<file path="config.mk">
export PLATFORM = sky130hd
export DESIGN_NAME = dvs_top
export DESIGN_NICKNAME = d
export VERILOG_FILES = /design/src/hw/dvs_pkg.sv /design/src/hw/dvs_top.sv
export SDC_FILE = /design/constraint.sdc
export NUM_CORES = 1
export LEC_CHECK = 0
export BUFFER_PORTS_ARGS = -buffer_cell sky130_fd_sc_hd__buf_2
export CELL_PAD_IN_SITES_DETAIL_PLACEMENT = 2
export CELL_PAD_IN_SITES_GLOBAL_PLACEMENT = 2
export CORE_AREA = 5 5 126 128
export DETAILED_ROUTE_END_ITERATION = 6
export DIE_AREA = 0 0 131 133
export GPL_TIMING_DRIVEN = 1
export PLACE_DENSITY = 0.81
export SYNTH_ARGS = -nofsm -noshare
export SYNTH_HDL_FRONTEND = slang
export SYNTH_SLANG_ARGS = --single-unit
</file>
<file path="constraint.sdc">
create_clock -name clk -period 2.5 [get_ports clk]
set_clock_uncertainty 0.05 [all_clocks]
set_input_delay 0.375 -clock clk [delete_from_list [all_inputs] [get_ports clk]]
set_output_delay 0.375 -clock clk [all_outputs]
set_load 0.01 [all_outputs]
</file>
<file path="src/hw/dvs_pkg.sv">
package dvs_pkg;

    // Seven-bit slave addresses chosen by the address pin level
    localparam logic [6:0] ADDR_PIN_LOW = 7'h08;
    localparam logic [6:0] ADDR_PIN_HIGH = 7'h09;

    // Direction bit values following the address
    localparam logic DIR_READ = 1'h1;
    localparam logic DIR_WRITE = 1'h0;

    // Layout of the first data register: channel A low nibble, channel B high nibble
    localparam int CH_A_LSB = 0;
    localparam int CH_B_LSB = 4;
    localparam int FIELD_W = 4;
    localparam int RANGE_BIT = 3;

    // Register indexes inside the device, selected by the sub-address byte
    localparam logic [7:0] IDX_FIRST_DATA = 8'h00;

    // Reset value of the first data register: both channels in standby
    localparam logic [7:0] FIRST_DATA_RST = 8'h00;

    // Voltage select codes
    localparam logic [3:0] CODE_STANDBY = 4'h0;
    localparam logic [3:0] CODE_LOW_MIN = 4'h1;
    localparam logic [3:0] CODE_LOW_MAX = 4'h4;
    localparam logic [3:0] CODE_HIGH_MIN = 4'h8;
    localparam logic [3:0] CODE_HIGH_MAX = 4'hb;

    // AXI4-Lite register map (byte addresses)
    localparam logic [3:0] AXI_SEL = 4'h0;
    localparam logic [3:0] AXI_STAT = 4'h4;
    localparam logic [3:0] AXI_CFG = 4'h8;
    localparam logic [1:0] RESP_OKAY = 2'h0;
    localparam logic [1:0] RESP_SLVERR = 2'h2;

    // Serial slave states
    typedef enum logic [2:0] {
        DVS_IDLE,
        DVS_ADDR,
        DVS_ADDR_ACK,
        DVS_WBYTE,
        DVS_WACK,
        DVS_RBYTE,
        DVS_RACK
    } dvs_state_t;

endpackage

</file>
<file path="src/hw/dvs_top.sv">
// Design decisions made here: the AXI4-Lite register port and the placing of the registers.
`timescale 1ns/10ps
//////////////////////////////////////////////////////////////////////////////
// Overview of operation
// - Top bit picks low or high range
// - All-zero code gives standby, output disabled
// - Low codes 1..4 give ascending low levels
// - High codes 8..b give ascending high levels
// - Separate fields per channel in first register
// - Address 0001000 or 0001001 by pin
// - Direction bit one reads, zero writes
module dvs_top (
    input wire logic clk,
    input wire logic srst,
    // Serial bus pins, sampled on clk
    input wire logic scl_in,
    input wire logic sda_in,
    output logic sda_out,
    output logic sda_oe,
    input wire logic addr_pin,
    // Per-channel supply controls
    output logic [1:0] channel_supply_output,
    output logic [1:0] range_high,
    output logic [3:0] level_index_a,
    output logic [3:0] level_index_b,
    // AXI4-Lite slave
    input wire logic [3:0] s_axi_awaddr,
    input wire logic s_axi_awvalid,
    output logic s_axi_awready,
    input wire logic [31:0] s_axi_wdata,
    input wire logic [3:0] s_axi_wstrb,
    input wire logic s_axi_wvalid,
    output logic s_axi_wready,
    output logic [1:0] s_axi_bresp,
    output logic s_axi_bvalid,
    input wire logic s_axi_bready,
    input wire logic [3:0] s_axi_araddr,
    input wire logic s_axi_arvalid,
    output logic s_axi_arready,
    output logic [31:0] s_axi_rdata,
    output logic [1:0] s_axi_rresp,
    output logic s_axi_rvalid,
    input wire logic s_axi_rready
);

    //////////////////////////////////////////////////////////////////////////
    // State record
    typedef struct packed {
        dvs_pkg::dvs_state_t fsm;  // Serial slave state
        logic scl_d;               // Previous clock level
        logic sda_d;               // Previous data level
        logic [7:0] shift;         // Shift register
        logic [2:0] bitc;          // Bit counter
        logic rd;                  // Current transfer is a read
        logic got_idx;             // Sub-address byte already received
        logic [7:0] idx;           // Register index
        logic [7:0] sel;           // First data register
        logic drive_low;           // Pull data line low
        logic cfg_en;              // Serial port enable
        logic [7:0] wr_count;      // Serial data writes to the first data register
        logic aw_hold;             // Write address captured
        logic [3:0] aw_addr;       // Captured write address
        logic w_hold;              // Write data captured
        logic [31:0] w_data;       // Captured write data
        logic [3:0] w_strb;        // Captured byte enables
        logic bvalid;              // Write response pending
        logic [1:0] bresp;         // Write response code
        logic rvalid;              // Read data pending
        logic [31:0] rdata;        // Read data
        logic [1:0] rresp;         // Read response code
    } dvs_regs_t;

    dvs_regs_t r_r;
    dvs_regs_t r_nxt;

    // Bus edge and condition detection
    logic scl_rise;
    logic scl_fall;
    logic start_cond;
    logic stop_cond;
    logic addr_match;
    logic [6:0] my_addr;

    assign scl_rise = scl_in & ~r_r.scl_d;
    assign scl_fall = ~scl_in & r_r.scl_d;
    assign start_cond = scl_in & r_r.scl_d & r_r.sda_d & ~sda_in;
    assign stop_cond = scl_in & r_r.scl_d & ~r_r.sda_d & sda_in;
    assign my_addr = addr_pin ? dvs_pkg::ADDR_PIN_HIGH : dvs_pkg::ADDR_PIN_LOW;
    // Address byte holds the seven address bits above the direction bit
    assign addr_match = (r_r.shift[7:1] == my_addr);

    //////////////////////////////////////////////////////////////////////////
    // Per-channel decode of the voltage select field
    genvar ch;
    generate
        for (ch = 0; ch < 2; ch++) begin : g_chan
            logic [3:0] code;
            logic valid_low;
            logic valid_high;
            assign code = r_r.sel[ch*dvs_pkg::FIELD_W +: dvs_pkg::FIELD_W];
            // Low range codes in ascending order
            assign valid_low = (code >= dvs_pkg::CODE_LOW_MIN) && (code <= dvs_pkg::CODE_LOW_MAX);
            // High range codes in ascending order
            assign valid_high = (code >= dvs_pkg::CODE_HIGH_MIN) && (code <= dvs_pkg::CODE_HIGH_MAX);
            // Standby and reserved codes keep the output off
            assign channel_supply_output[ch] = valid_low | valid_high;
            // Range follows the top bit of the field for valid codes only, low for standby and reserved codes
            assign range_high[ch] = code[dvs_pkg::RANGE_BIT] & (valid_low | valid_high);
        end
    endgenerate

    // Level index within range: 0 lowest .. 3 highest, zero when disabled
    always_comb begin
        level_index_a = 4'h0;
        level_index_b = 4'h0;
        if (g_chan[0].valid_low) begin
            level_index_a = g_chan[0].code - dvs_pkg::CODE_LOW_MIN;
        end else if (g_chan[0].valid_high) begin
            level_index_a = g_chan[0].code - dvs_pkg::CODE_HIGH_MIN;
        end
        if (g_chan[1].valid_low) begin
            level_index_b = g_chan[1].code - dvs_pkg::CODE_LOW_MIN;
        end else if (g_chan[1].valid_high) begin
            level_index_b = g_chan[1].code - dvs_pkg::CODE_HIGH_MIN;
        end
    end

    //////////////////////////////////////////////////////////////////////////
    // Next state
    always_comb begin
        r_nxt = r_r;
        r_nxt.scl_d = scl_in;
        r_nxt.sda_d = sda_in;

        // Serial slave
        if (!r_r.cfg_en || stop_cond) begin
            // Stop or disable returns to idle
            r_nxt.fsm = dvs_pkg::DVS_IDLE;
            r_nxt.drive_low = 1'b0;
        end else if (start_cond) begin
            // Start or repeated start begins an address byte
            r_nxt.fsm = dvs_pkg::DVS_ADDR;
            r_nxt.bitc = 3'h0;
            // Clear leftovers so the fall right after start is not taken as a full byte
            r_nxt.shift = 8'h00;
            r_nxt.got_idx = 1'b0;
            r_nxt.drive_low = 1'b0;
        end else begin
            case (r_r.fsm)
                dvs_pkg::DVS_IDLE: begin
                    r_nxt.drive_low = 1'b0;
                end
                dvs_pkg::DVS_ADDR: begin
                    if (scl_rise) begin
                        r_nxt.shift = {r_r.shift[6:0], sda_in};
                        r_nxt.bitc = r_r.bitc + 3'h1;
                    end
                    if (scl_fall && r_r.bitc == 3'h0 && r_r.shift != 8'h00) begin
                        // Eight bits in: address in upper seven, direction last
                        if (addr_match) begin
                            r_nxt.rd = (r_r.shift[0] == dvs_pkg::DIR_READ);
                            r_nxt.drive_low = 1'b1;
                            r_nxt.fsm = dvs_pkg::DVS_ADDR_ACK;
                        end else begin
                            r_nxt.fsm = dvs_pkg::DVS_IDLE;
                        end
                    end
                end
                dvs_pkg::DVS_ADDR_ACK: begin
                    if (scl_fall) begin
                        r_nxt.bitc = 3'h0;
                        if (r_r.rd) begin
                            // Read: present register MSB first
                            r_nxt.shift = r_r.sel;
                            r_nxt.drive_low = ~r_r.sel[7];
                            r_nxt.fsm = dvs_pkg::DVS_RBYTE;
                        end else begin
                            r_nxt.drive_low = 1'b0;
                            r_nxt.fsm = dvs_pkg::DVS_WBYTE;
                        end
                    end
                end
                dvs_pkg::DVS_WBYTE: begin
                    if (scl_rise) begin
                        r_nxt.shift = {r_r.shift[6:0], sda_in};
                        r_nxt.bitc = r_r.bitc + 3'h1;
                        if (r_r.bitc == 3'h7) begin
                            r_nxt.fsm = dvs_pkg::DVS_WACK;
                        end
                    end
                end
                dvs_pkg::DVS_WACK: begin
                    if (scl_fall && !r_r.drive_low) begin
                        // Byte complete: index first, then data
                        r_nxt.drive_low = 1'b1;
                        if (!r_r.got_idx) begin
                            r_nxt.idx = r_r.shift;
                            r_nxt.got_idx = 1'b1;
                        end else if (r_r.idx == dvs_pkg::IDX_FIRST_DATA) begin
                            r_nxt.sel = r_r.shift;
                            r_nxt.wr_count = r_r.wr_count + 8'h01;
                        end
                    end else if (scl_fall) begin
                        r_nxt.drive_low = 1'b0;
                        r_nxt.bitc = 3'h0;
                        r_nxt.fsm = dvs_pkg::DVS_WBYTE;
                    end
                end
                dvs_pkg::DVS_RBYTE: begin
                    if (scl_fall) begin
                        r_nxt.bitc = r_r.bitc + 3'h1;
                        r_nxt.shift = {r_r.shift[6:0], 1'b0};
                        if (r_r.bitc == 3'h7) begin
                            r_nxt.drive_low = 1'b0;
                            r_nxt.fsm = dvs_pkg::DVS_RACK;
                        end else begin
                            r_nxt.drive_low = ~r_r.shift[6];
                        end
                    end
                end
                dvs_pkg::DVS_RACK: begin
                    if (scl_rise) begin
                        // Host ack repeats the byte, nack ends the transfer
                        r_nxt.fsm = sda_in ? dvs_pkg::DVS_IDLE : dvs_pkg::DVS_ADDR_ACK;
                    end
                end
                default: begin
                    r_nxt.fsm = dvs_pkg::DVS_IDLE;
                end
            endcase
        end

        // AXI write channel capture
        if (s_axi_awvalid && !r_r.aw_hold) begin
            r_nxt.aw_hold = 1'b1;
            r_nxt.aw_addr = s_axi_awaddr;
        end
        if (s_axi_wvalid && !r_r.w_hold) begin
            r_nxt.w_hold = 1'b1;
            r_nxt.w_data = s_axi_wdata;
            r_nxt.w_strb = s_axi_wstrb;
        end
        if (r_r.aw_hold && r_r.w_hold && !r_r.bvalid) begin
            r_nxt.aw_hold = 1'b0;
            r_nxt.w_hold = 1'b0;
            r_nxt.bvalid = 1'b1;
            r_nxt.bresp = dvs_pkg::RESP_OKAY;
            if (r_r.aw_addr == dvs_pkg::AXI_SEL) begin
                if (r_r.w_strb[0]) begin
                    r_nxt.sel = r_r.w_data[7:0];
                end
            end else if (r_r.aw_addr == dvs_pkg::AXI_CFG) begin
                if (r_r.w_strb[0]) begin
                    r_nxt.cfg_en = r_r.w_data[0];
                end
            end else if (r_r.aw_addr != dvs_pkg::AXI_STAT) begin
                r_nxt.bresp = dvs_pkg::RESP_SLVERR;
            end
        end
        if (r_r.bvalid && s_axi_bready) begin
            r_nxt.bvalid = 1'b0;
        end

        // AXI read channel
        if (s_axi_arvalid && !r_r.rvalid) begin
            r_nxt.rvalid = 1'b1;
            r_nxt.rresp = dvs_pkg::RESP_OKAY;
            r_nxt.rdata = 32'h0000_0000;
            if (s_axi_araddr == dvs_pkg::AXI_SEL) begin
                r_nxt.rdata = {24'h00_0000, r_r.sel};
            end else if (s_axi_araddr == dvs_pkg::AXI_STAT) begin
                r_nxt.rdata = {16'h0000, r_r.wr_count, 1'b0, addr_pin, range_high,
                    r_r.fsm != dvs_pkg::DVS_IDLE, 1'b0, channel_supply_output};
            end else if (s_axi_araddr == dvs_pkg::AXI_CFG) begin
                r_nxt.rdata = {31'h0000_0000, r_r.cfg_en};
            end else begin
                r_nxt.rresp = dvs_pkg::RESP_SLVERR;
            end
        end
        if (r_r.rvalid && s_axi_rready) begin
            r_nxt.rvalid = 1'b0;
        end
    end

    //////////////////////////////////////////////////////////////////////////
    // State register
    always_ff @(posedge clk) begin
        if (srst) begin
            r_r <= '0;
            r_r.fsm <= dvs_pkg::DVS_IDLE;
            r_r.scl_d <= 1'b1;
            r_r.sda_d <= 1'b1;
            r_r.sel <= dvs_pkg::FIRST_DATA_RST;
            r_r.cfg_en <= 1'b1;
        end else begin
            r_r <= r_nxt;
        end
    end

    //////////////////////////////////////////////////////////////////////////
    // Outputs
    assign sda_out = 1'b0;
    assign sda_oe = r_r.drive_low;
    assign s_axi_awready = ~r_r.aw_hold;
    assign s_axi_wready = ~r_r.w_hold;
    assign s_axi_bvalid = r_r.bvalid;
    assign s_axi_bresp = r_r.bresp;
    assign s_axi_arready = ~r_r.rvalid;
    assign s_axi_rvalid = r_r.rvalid;
    assign s_axi_rdata = r_r.rdata;
    assign s_axi_rresp = r_r.rresp;

endmodule

</file>
==> results.sh <==
export IMPL_run_status="finished, final reports clean"
export IMPL_design_portCount=109
export IMPL_max_vdd_ir_drop_uv=326.2
export IMPL_multi_input_area_sq_um=2280
export IMPL_cts_setup_buffers=0
export IMPL_yosysTopAreaCellShare=0.3710
export IMPL_rows=45
export IMPL_cts_reportedPaths_clkPinSlew_ns=0.06
export IMPL_synth_top_area_cell="sky130_fd_sc_hd__dfxtp_1"
export IMPL_synth_area_sq_um=4263
export IMPL_p_per_area_nw_per_um2=598.7
export IMPL_dp_cells=738
export IMPL_synth_flop_cell="sky130_fd_sc_hd__dfxtp_1"
export IMPL_die_width_microns=131
export IMPL_max_cap_violations=0
export IMPL_cellLeakagePower_uw=0.001996
export IMPL_antennaDiodeCount=0
export IMPL_setup_viol=0
export IMPL_postRouteWirelength_mm=14.12
export IMPL_post_synth_top_count_cell="sky130_fd_sc_hd__dfxtp_1"
export IMPL_timing_final_crit_share=0.9724
export IMPL_first_global_vias=4302
export IMPL_critical_path_endpoint_type="output port"
export IMPL_number_of_filler_instances_in_the_final_layout=1702
export IMPL_groute_usage_overall=0.1622
export IMPL_crit_path_max_fanout=6
export IMPL_layoutNonFillerInstCount=754
export IMPL_worst_slew_pin_slew_ns=0.7092
export IMPL_count_of_buffer_and_inverter_cells_on_the_critical_path=2
export IMPL_synth_cells=523
export IMPL_hpwl_mm=10.07
export IMPL_postRouteAntennaNets=0
export IMPL_drt_pre_antenna_iters=4
export IMPL_layout_overhead_on_the_synthesized_area_pct=14.59
export IMPL_critPathTopFamily="compound AO/OA/AOI/OAI gates"
export IMPL_global_route_overflow_total=0
export IMPL_yosys_warn_count=0
export IMPL_hp_class="input pin to flop"
export IMPL_grt_antenna_before_repair=1
export IMPL_cts_sinks=79
export IMPL_ctsHtreeMaxLevel=3
export IMPL_postSynthRegisterBits=79
export IMPL_top_cells_by_instance_count_after_synthesis="sky130_fd_sc_hd__dfxtp_1, sky130_fd_sc_hd__nand2_1, sky130_fd_sc_hd__nor2_1"
export IMPL_routability_driven_placement_congestion_ratio=0.8253
export IMPL_cts_made_buffers=9
export IMPL_report_final_hold_viol_count=0
export IMPL_arrival_ns=2.01
export IMPL_yosys_top_cells_area="sky130_fd_sc_hd__dfxtp_1, sky130_fd_sc_hd__buf_4, sky130_fd_sc_hd__nand2_1, sky130_fd_sc_hd__mux2i_1, sky130_fd_sc_hd__a21oi_1"
export IMPL_synth_sequential_area_ratio=0.3710
export IMPL_synthDistinctLibCells=67
export IMPL_critical_path_cell_list="inv_1 -> ha_1 -> nor3b_1 -> a211o_2 -> o21ai_1 -> buf_2"
export IMPL_avgRoutedWirePerCell_microns=18.73
export IMPL_worst_slack_ns=0.06894
export IMPL_port_buffers=62
export IMPL_grt_first_pass_wirelength_mm=22.79
export IMPL_timing_setup_critical_path_class="flop to output port"
export IMPL_slowest_stage="sky130_fd_sc_hd__dfxtp_2"
export IMPL_maximum_number_of_pins_on_one_net_before_global_route_repair=53
export IMPL_clk_root_buffer_cell="sky130_fd_sc_hd__clkbuf_16"
export IMPL_timing_slew_headroom=0.5266
export IMPL_detail_route_vias_per_cell=5.194
export IMPL_async_reset_ff_frac=0
export IMPL_slew_violations=0
export IMPL_synth_edf_count=0
export IMPL_finalWorstPathRequiredPeriod_ns=2.431
export IMPL_die_height_microns=133
export IMPL_post_cts_hold_buffer_count=0
export IMPL_number_of_buffers_on_the_longest_clock_path=2
export IMPL_worst_skew_pair_late_latency_ns=0.34
export IMPL_cp_slowest_stage_delay_ns=0.41
export IMPL_max_clock_freq_mhz=411.3
export IMPL_route_detailed_drc=0
export IMPL_initial_utilization=0.2890
export IMPL_floorplan_die_area_sq_um=17420
export IMPL_pre_cts_ws_ns=0.2513
export IMPL_core_sq_um=14750
export IMPL_seq_area_sq_um=1587
export IMPL_cp_required_ns=2.08
export IMPL_synthesis_area_per_instance_sq_um=8.151
export IMPL_drive_above_1_share=0.1979
export IMPL_cp_start_kind="flop"
export IMPL_tritoncts="done"
export IMPL_detailroute_via_count=3916
export IMPL_initialDrtViolationCount=175
export IMPL_fin_nets=624
what timing repair did:
| action | CTS | global route |
|---|---|---|
| gates resized for setup | 5 | 3 |
| setup endpoints to repair | 3 | 1 |
| cloned | 0 | 0 |
routing by layer:
metal	track usage	wire length [microns]
met1	0.1998	6181
met2	0.2822	6928
met3	0.02301	619
met4	0.06000	388
met5	0	7
logic make-up after synthesis:
| kind of cell | after synthesis | share of synthesized area |
|---|---|---|
| XOR/XNOR | 10 | 0.02055 |
| multiplexers | 22 | 0.05166 |
| flip-flops | 79 | 0.3710 |
| adder cells (fa/ha/maj) | 9 | 0.02642 |
| AND/OR/NAND/NOR | 209 | 0.2474 |
| other | 1 | 0.0008797 |
| AO/OA/AOI/OAI | 107 | 0.1667 |
| buffers and inverters | 86 | 0.1153 |
where the power goes:
group	switching, uW	total (uW)	internal [uW]
clock	588	1300	716
sequential	36.6	1330	1290
combinational	183	293	110
total	807	2920	2120
final timing paths:
check                     from                to  slack, ns  cells after the start
min reg2reg    s_axi_rdata[12]   s_axi_rdata[12]       0.41                      2
max          g_chan[0].code[1]  level_index_a[1]       0.07                      6
min               s_axi_rready      s_axi_rvalid       0.17                      2
max reg2reg           r_r[121]          r_r[123]       0.19                      5
placed cells by master, fill, tap and decap left out, types with 3 or more instances in the layout:
| cell | Yosys | routed |
|---|---|---|
| sky130_fd_sc_hd__nor2b_1 | 11 | 11 |
| sky130_fd_sc_hd__nand2b_1 | 8 | 8 |
| sky130_fd_sc_hd__nor3b_1 | 3 | 3 |
| sky130_fd_sc_hd__buf_2 | 3 | 62 |
| sky130_fd_sc_hd__clkbuf_16 | 0 | 9 |
| sky130_fd_sc_hd__o31a_1 | 3 | 3 |
| sky130_fd_sc_hd__nor2_1 | 52 | 52 |
| sky130_fd_sc_hd__nand3_1 | 15 | 15 |
| sky130_fd_sc_hd__clkinv_4 | 0 | 3 |
| sky130_fd_sc_hd__ha_1 | 9 | 9 |
| sky130_fd_sc_hd__a311oi_1 | 8 | 8 |
| sky130_fd_sc_hd__inv_1 | 18 | 18 |
| sky130_fd_sc_hd__a211oi_1 | 3 | 3 |
| sky130_fd_sc_hd__xnor2_1 | 9 | 9 |
| sky130_fd_sc_hd__nor3_1 | 18 | 18 |
| sky130_fd_sc_hd__buf_4 | 38 | 15 |
| sky130_fd_sc_hd__nor4_1 | 7 | 6 |
| sky130_fd_sc_hd__nand2_1 | 64 | 64 |
| sky130_fd_sc_hd__o21ai_1 | 3 | 5 |
| sky130_fd_sc_hd__dfxtp_1 | 79 | 77 |
| sky130_fd_sc_hd__or4_1 | 3 | 3 |
| sky130_fd_sc_hd__conb_1 | 1 | 19 |
| sky130_fd_sc_hd__o21ai_0 | 16 | 14 |
| sky130_fd_sc_hd__a21oi_1 | 42 | 42 |
| sky130_fd_sc_hd__mux2i_1 | 22 | 22 |
| sky130_fd_sc_hd__a221oi_1 | 6 | 6 |
worst reg2reg max path: stages (launching register included):
cell	delay, ns
sky130_fd_sc_hd__dfxtp_1	0.78
sky130_fd_sc_hd__nor2b_4	0.08
sky130_fd_sc_hd__a211o_1	0.35
sky130_fd_sc_hd__a31o_1	0.28
sky130_fd_sc_hd__or4_1	0.56
sky130_fd_sc_hd__a21oi_1	0.15
through the flow:
| step | cell area, sq um | total power (uW) | hold slack (ns) | utilization | TNS (ns) |
|---|---|---|---|---|---|
| 6_report | 4885 | 2925 | 0.1742 | 0.3311 | 0 |
| 5_1_grt | 4885 | 3036 | 0.1814 | 0.3311 | -0.02725 |
| 4_1_cts | 4872 | 2951 | 0.1649 | 0.3303 | 0 |
| 3_5_place_dp | 4571 | 1644 | 0.3997 | 0.3098 | 0 |
| 3_3_place_gp | 4571 | 1626 | 0.3878 | 0.3098 | 0 |
| 2_1_floorplan | 4330 | 1568 | 0.3823 | - | 0 |
flip-flops by register name, summed over array words and instances (netlist names):
signal,count
s_axi_rvalid,1
g_chan.code,8
s_axi_rresp,1
s_axi_bresp,1
sda_oe,1
r_r,50
s_axi_bvalid,1
s_axi_rdata,16
final cells by class:
cell class | count | share of cell area
Multi-Input combinational cell | 376 | 0.4667
Sequential cell | 79 | 0.3248
Timing Repair Buffer | 77 | 0.08658
Clock buffer | 10 | 0.04892
Tap cell | 188 | 0.04816
Inverter | 18 | 0.01383
Clock inverter | 6 | 0.01101
No activity file was read; power rests on OpenSTA's default activity.
